**src/acc_alu_cfg.svh**
```systemverilog
// Purpose: Constants for the accumulator logic and add datapath
// Assumes: 8-bit data, single system clock
// Notes:   Function list below
// Function
// - Add accumulator to memory, write memory, flags
// - AND memory into accumulator, zero only
// - AND immediate into accumulator, zero only
// - AND accumulator into memory byte
`ifndef ACC_ALU_CFG_SVH
`define ACC_ALU_CFG_SVH
// ****************************************
// Reset values
// ****************************************
`define ACC_RESET   8'h00
`define FLAG_RESET  1'b0
`define WDATA_RESET 8'h00
// ****************************************
// Operation codes
// ****************************************
`define OP_ADDM     2'h0
`define OP_ANDA     2'h1
`define OP_ANDI     2'h2
`define OP_AND_TO_MEM 2'h3
`endif

```
**src/acc_alu_pkg.sv**
```systemverilog
// Purpose: Types for the accumulator logic and add datapath
// Assumes: Constants come from acc_alu_cfg.svh
// Notes:   State held as one packed struct
package acc_alu_pkg;
  typedef logic [7:0] byte_t;
  // Whole registered state of the datapath
  typedef struct packed {
    byte_t accumulator_reg;
    byte_t mem_wdata;
    logic  mem_we;
    logic  overflow_flag;
    logic  zero_flag;
    logic  aux_carry_flag;
    logic  carry_flag;
    logic  done;
  } alu_state_s;
endpackage

```
**src/acc_alu.sv**
```systemverilog
// Purpose: Add-to-memory and three AND operations on the accumulator
// Assumes: Sequencer presents operands with a one-cycle op_valid pulse
// Notes:   Results and flags appear one cycle after op_valid
`timescale 1ns/1ns
`include "acc_alu_cfg.svh"
module acc_alu
  import acc_alu_pkg::*;
(
  // Clock and reset
  input  wire logic       clk_sys,
  input  wire logic       srst,
  // Operation request from the sequencer
  input  wire logic       op_valid,
  input  wire logic [1:0] op_code,
  input  wire logic [7:0] mem_rdata,
  input  wire logic [7:0] imm_data,
  // Data memory write-back
  output logic      [7:0] mem_wdata,
  output logic            mem_we,
  // Accumulator and status flags
  output logic      [7:0] accumulator_reg,
  output logic            overflow_flag,
  output logic            zero_flag,
  output logic            aux_carry_flag,
  output logic            carry_flag,
  output logic            op_done
);

  // ****************************************
  // State
  // ****************************************
  alu_state_s st;       // Registered state
  alu_state_s next_st;  // Next state
  logic [8:0] sum9;     // Full sum with carry out
  logic [4:0] sum5;     // Low nibble sum for aux carry
  logic [7:0] sum7;     // Low seven bits for overflow
  logic [7:0] and_m;    // Accumulator AND memory
  logic [7:0] and_i;    // Accumulator AND immediate

  // Arithmetic terms first, then the next state; write strobe and
  // done are single-cycle pulses
  always_comb begin
    sum9  = {1'b0, st.accumulator_reg} + {1'b0, mem_rdata};
    sum5  = {1'b0, st.accumulator_reg[3:0]} + {1'b0, mem_rdata[3:0]};
    sum7  = {1'b0, st.accumulator_reg[6:0]} + {1'b0, mem_rdata[6:0]};
    and_m = st.accumulator_reg & mem_rdata;
    and_i = st.accumulator_reg & imm_data;
    next_st        = st;
    next_st.mem_we = 1'b0;
    next_st.done   = 1'b0;
    if (op_valid) begin
      next_st.done = 1'b1;
      case (op_code)
        `OP_ADDM: begin
          // Sum to memory, zero and all three arithmetic flags
          next_st.mem_wdata      = sum9[7:0];
          next_st.mem_we         = 1'b1;
          next_st.carry_flag     = sum9[8];
          next_st.aux_carry_flag = sum5[4];
          next_st.overflow_flag  = sum9[8] ^ sum7[7];
          next_st.zero_flag      = (sum9[7:0] == 8'h00);
        end
        `OP_ANDA: begin
          // Memory operand into accumulator, zero only
          next_st.accumulator_reg = and_m;
          next_st.zero_flag       = (and_m == 8'h00);
        end
        `OP_ANDI: begin
          // Immediate operand into accumulator
          next_st.accumulator_reg = and_i;
          next_st.zero_flag       = (and_i == 8'h00);
        end
        `OP_AND_TO_MEM: begin
          // Result goes to memory; accumulator kept. Flags are kept
          // too, so only the memory byte changes.
          next_st.mem_wdata = and_m;
          next_st.mem_we    = 1'b1;
        end
        default: begin
          next_st.done = 1'b0;
        end
      endcase
    end
  end

  // Register the state
  always_ff @(posedge clk_sys) begin
    if (srst) begin
      st <= '{accumulator_reg: `ACC_RESET, mem_wdata: `WDATA_RESET,
              mem_we: 1'b0, overflow_flag: `FLAG_RESET,
              zero_flag: `FLAG_RESET, aux_carry_flag: `FLAG_RESET,
              carry_flag: `FLAG_RESET, done: 1'b0};
    end else begin
      st <= next_st;
    end
  end

  // Outputs straight from flip-flops
  assign mem_wdata       = st.mem_wdata;
  assign mem_we          = st.mem_we;
  assign accumulator_reg = st.accumulator_reg;
  assign overflow_flag   = st.overflow_flag;
  assign zero_flag       = st.zero_flag;
  assign aux_carry_flag  = st.aux_carry_flag;
  assign carry_flag      = st.carry_flag;
  assign op_done         = st.done;
endmodule

```
**config.mk**
```make
export PLATFORM = sky130hd
export DESIGN_NAME = acc_alu
export DESIGN_NICKNAME = d
export VERILOG_FILES = /design/src/acc_alu_pkg.sv /design/src/acc_alu.sv
export VERILOG_INCLUDE_DIRS = /design/src
export SDC_FILE = /design/constraint.sdc
export NUM_CORES = 1
export LEC_CHECK = 0
export BUFFER_PORTS_ARGS = -buffer_cell sky130_fd_sc_hd__clkbuf_2
export CAP_MARGIN = 20
export CORE_MARGIN = 2
export CORE_UTILIZATION = 49
export CTS_CLUSTER_DIAMETER = 50
export CTS_CLUSTER_SIZE = 24
export DETAILED_ROUTE_END_ITERATION = 7
export PLACE_DENSITY_LB_ADDON = 0.12
export REMOVE_ABC_BUFFERS = 1
export SKIP_CTS_REPAIR_TIMING = 1
export SYNTH_ARGS = -nofsm -noshare
export SYNTH_HDL_FRONTEND = slang
export SYNTH_SLANG_ARGS = --single-unit
```
**constraint.sdc**
```tcl
create_clock -name clk_sys -period 4.9 [get_ports clk_sys]
set_input_delay 0.245 -clock clk_sys [delete_from_list [all_inputs] [get_ports clk_sys]]
set_output_delay 0.245 -clock clk_sys [all_outputs]
set_load 0.02 [all_outputs]
```
==> results.sh <==
export IMPL_die_h_um=58.6
export IMPL_cp_num_buf_inv=0
export IMPL_drcViolationCount=0
export IMPL_ys_seq_area_frac=0.302
export IMPL_vdd_drop_max_mv=0.197
export IMPL_synthTopCellsByArea="dfxtp_1 30%, ha_1 11%, a22oi_1 6.2%"
export IMPL_clk_pin_slew_ns=0.13
export IMPL_syn_area_mm2=0.00146
export IMPL_async_flop_share=0
export IMPL_worstPathRequired_ns=5.16
export IMPL_place_area_mm2=0.00166
export IMPL_worst_pin_slew_ns=0.949
export IMPL_start_kind="flop"
export IMPL_cts_sinks=22
export IMPL_dp_hpwl_um=2860
export IMPL_cts_made_buffers=3
export IMPL_outcome="complete, no violations"
export IMPL_post_synth_top_area_cell="dfxtp_1"
export IMPL_grt_pass1_wl_um=5810
export IMPL_final_cells=235
export IMPL_dieArea_mm2=0.00343
export IMPL_first_global_vias=1273
export IMPL_synth_top_area_frac=0.302
export IMPL_grt_max_degree=19
export IMPL_syn_inst=166
export IMPL_power_leakage_uw=0.000780
export IMPL_critPathKind="reg2reg"
export IMPL_max_cap_violations=0
export IMPL_setup_viol=0
export IMPL_vias_per_cell=6.17
export IMPL_clock_latency_ns=0.32
export IMPL_clockPowerShare=0.345
export IMPL_cts_htree_levels=1
export IMPL_preCtsSetupSlack_ns=2.67
export IMPL_maxSlewViolCount=0
export IMPL_fmaxAchievable_ghz=0.444
export IMPL_power_switching_uw=112
export IMPL_gp_congestion=0.899
export IMPL_die_w_um=58.6
export IMPL_drt_iter0_drc=44
export IMPL_cp_slowest_cell="fa_1"
export IMPL_fin_area_mm2=0.00171
export IMPL_numPortBuffers=42
export IMPL_fillCellCount=261
export IMPL_seqPwrFrac=0.461
export IMPL_wl_um=3660
export IMPL_p_total_uw=412
export IMPL_clock_skew_ns=0.00960
export IMPL_syn_area_per_cell_um2=8.79
export IMPL_cts_root_buf="clkbuf_4"
export IMPL_synth_most_common_cell="dfxtp_1"
export IMPL_period_needed_ns=2.25
export IMPL_grtUsageTotal=0.219
export IMPL_crit_fanout=6
export IMPL_ctsLongestPathBuffers=2
export IMPL_setup_tns_ns=0
export IMPL_cts_tree="built"
export IMPL_internal_power_uw=300
export IMPL_powerDensity_mw_per_mm2=240
export IMPL_cp_data_arrival_time_ns=2.51
export IMPL_synthTopCellsByCount="22 x dfxtp_1, 21 x nor2_1, 13 x ha_1"
export IMPL_rsz0062_at_grt="false"
export IMPL_ys_flop_type="dfxtp_1"
export IMPL_routedWlPerCell_um=15.6
export IMPL_synth_warnings=0
export IMPL_placedCellCount=231
export IMPL_pin_count=43
export IMPL_crit_path_cell_trace="ha_1 -> fa_1 -> and3_1 -> or3_1 -> a221oi_2 -> o2111ai_1 -> o22ai_2"
export IMPL_core_mm2=0.00278
export IMPL_start_util=0.525
export IMPL_max_slew_margin=0.365
export IMPL_ant_nets=0
export IMPL_cp_top_family="adder cells"
export IMPL_setup_slack_ns=2.65
export IMPL_nNetsFinal=240
export IMPL_end_kind="flop"
export IMPL_n_antenna_cell=0
export IMPL_synth_edff_count=0
export IMPL_via_count=1450
export IMPL_synthDistinctLibCells=47
export IMPL_r2r_setup_slack_ns=2.65
export IMPL_fp_row_count=19
export IMPL_hp_class="in2reg"
export IMPL_synth_seq_cells=22
export IMPL_antenna_found_initial=0
export IMPL_area_growth_pct=17.4
export IMPL_grt_ovfl_total=0
export IMPL_crit_path_max_incr_delay_ns=0.42
export IMPL_hold_violations=0
export IMPL_switching_share=0.271
export IMPL_fin_crit_sh=0.460
export IMPL_combPwrFrac=0.194
export IMPL_drive_above_1_share=0.275
export IMPL_drt_pre_antenna_iters=4
[path summary, 6_finish.rpt]
check	to	depth (start not counted)	start
max reg2reg	zero_flag	7	accumulator_reg[0]
min	mem_we	2	op_valid
min reg2reg	mem_wdata[1]	2	mem_wdata[1]
max	zero_flag	7	accumulator_reg[0]
[metal layers]
metal	global-route usage	part of all wire	vias up
li1	-	-	710
met1	0.316	0.45	674
met2	0.339	0.47	59
met3	0.0330	0.070	7
met4	0.0598	0.014	0
met5	0	0	-
[cells by family (layout without fill, tap and decap cells)]
kind of cell / count (synthesis) / count (layout) / share of synthesized area
muxes: 1 / 1 / 0.00686
DFF: 22 / 22 / 0.302
and+or+nand+nor: 50 / 50 / 0.165
adders and majority gates: 14 / 14 / 0.125
AOI/OAI and AO/OA: 63 / 63 / 0.345
xor gates and xnor gates: 1 / 1 / 0.00600
buffers and inverters: 15 / 53 / 0.0506
[stage by stage]
stage,hold WS [ns],utilization
after floorplan,0.312,-
after global placement,0.487,0.597
after detailed placement,0.490,0.597
after CTS,0.226,0.616
after global routing,0.227,0.616
final,0.223,0.616
[worst register-to-register path: cells and delay by family, from the launching register on]
family | cells | cell delay, ns
adder cells (fa/ha/maj) | 2 | 0.69
AO/OA/AOI/OAI | 3 | 0.50
AND/OR/NAND/NOR | 2 | 0.64
flip-flops | 1 | 0.36
[layout by cell type (no fill, tap or decap), types with 4 or more instances in the layout]
cell,synthesis,layout
clkbuf_2,0,42
nor3_1,4,4
nand3_1,4,4
nand2_1,9,9
o21ai_0,7,7
nor2_1,21,21
ha_1,13,13
inv_1,7,7
a211oi_1,4,4
dfxtp_1,22,22
a22oi_1,12,12
a21o_1,10,10
[power groups by stage]
| stage | registers, uW | logic, uW | clock network [uW] |
|---|---|---|---|
| 5_1_grt | 191 | 87.3 | 151 |
| 6_report | 190 | 79.8 | 142 |
| 3_5_place_dp | 194 | 79.4 | 0 |
| 4_1_cts | 190 | 79.7 | 145 |
| 3_3_place_gp | 193 | 77.9 | 0 |
| 2_1_floorplan | 203 | 40.6 | 0 |
[final cells by class]
| class | instances | area (um2) | share of cell area |
|---|---|---|---|
| multi-input combinational | 129 | 945 | 0.551 |
| sequential | 22 | 440 | 0.257 |
| clock inverter | 1 | 30.0 | 0.0175 |
| tap | 31 | 38.8 | 0.0226 |
| inverter | 7 | 26.3 | 0.0153 |
| clock buffer | 3 | 22.5 | 0.0131 |
| timing repair buffer | 42 | 210 | 0.123 |
Note: power is estimated with default switching activity, not from simulation.
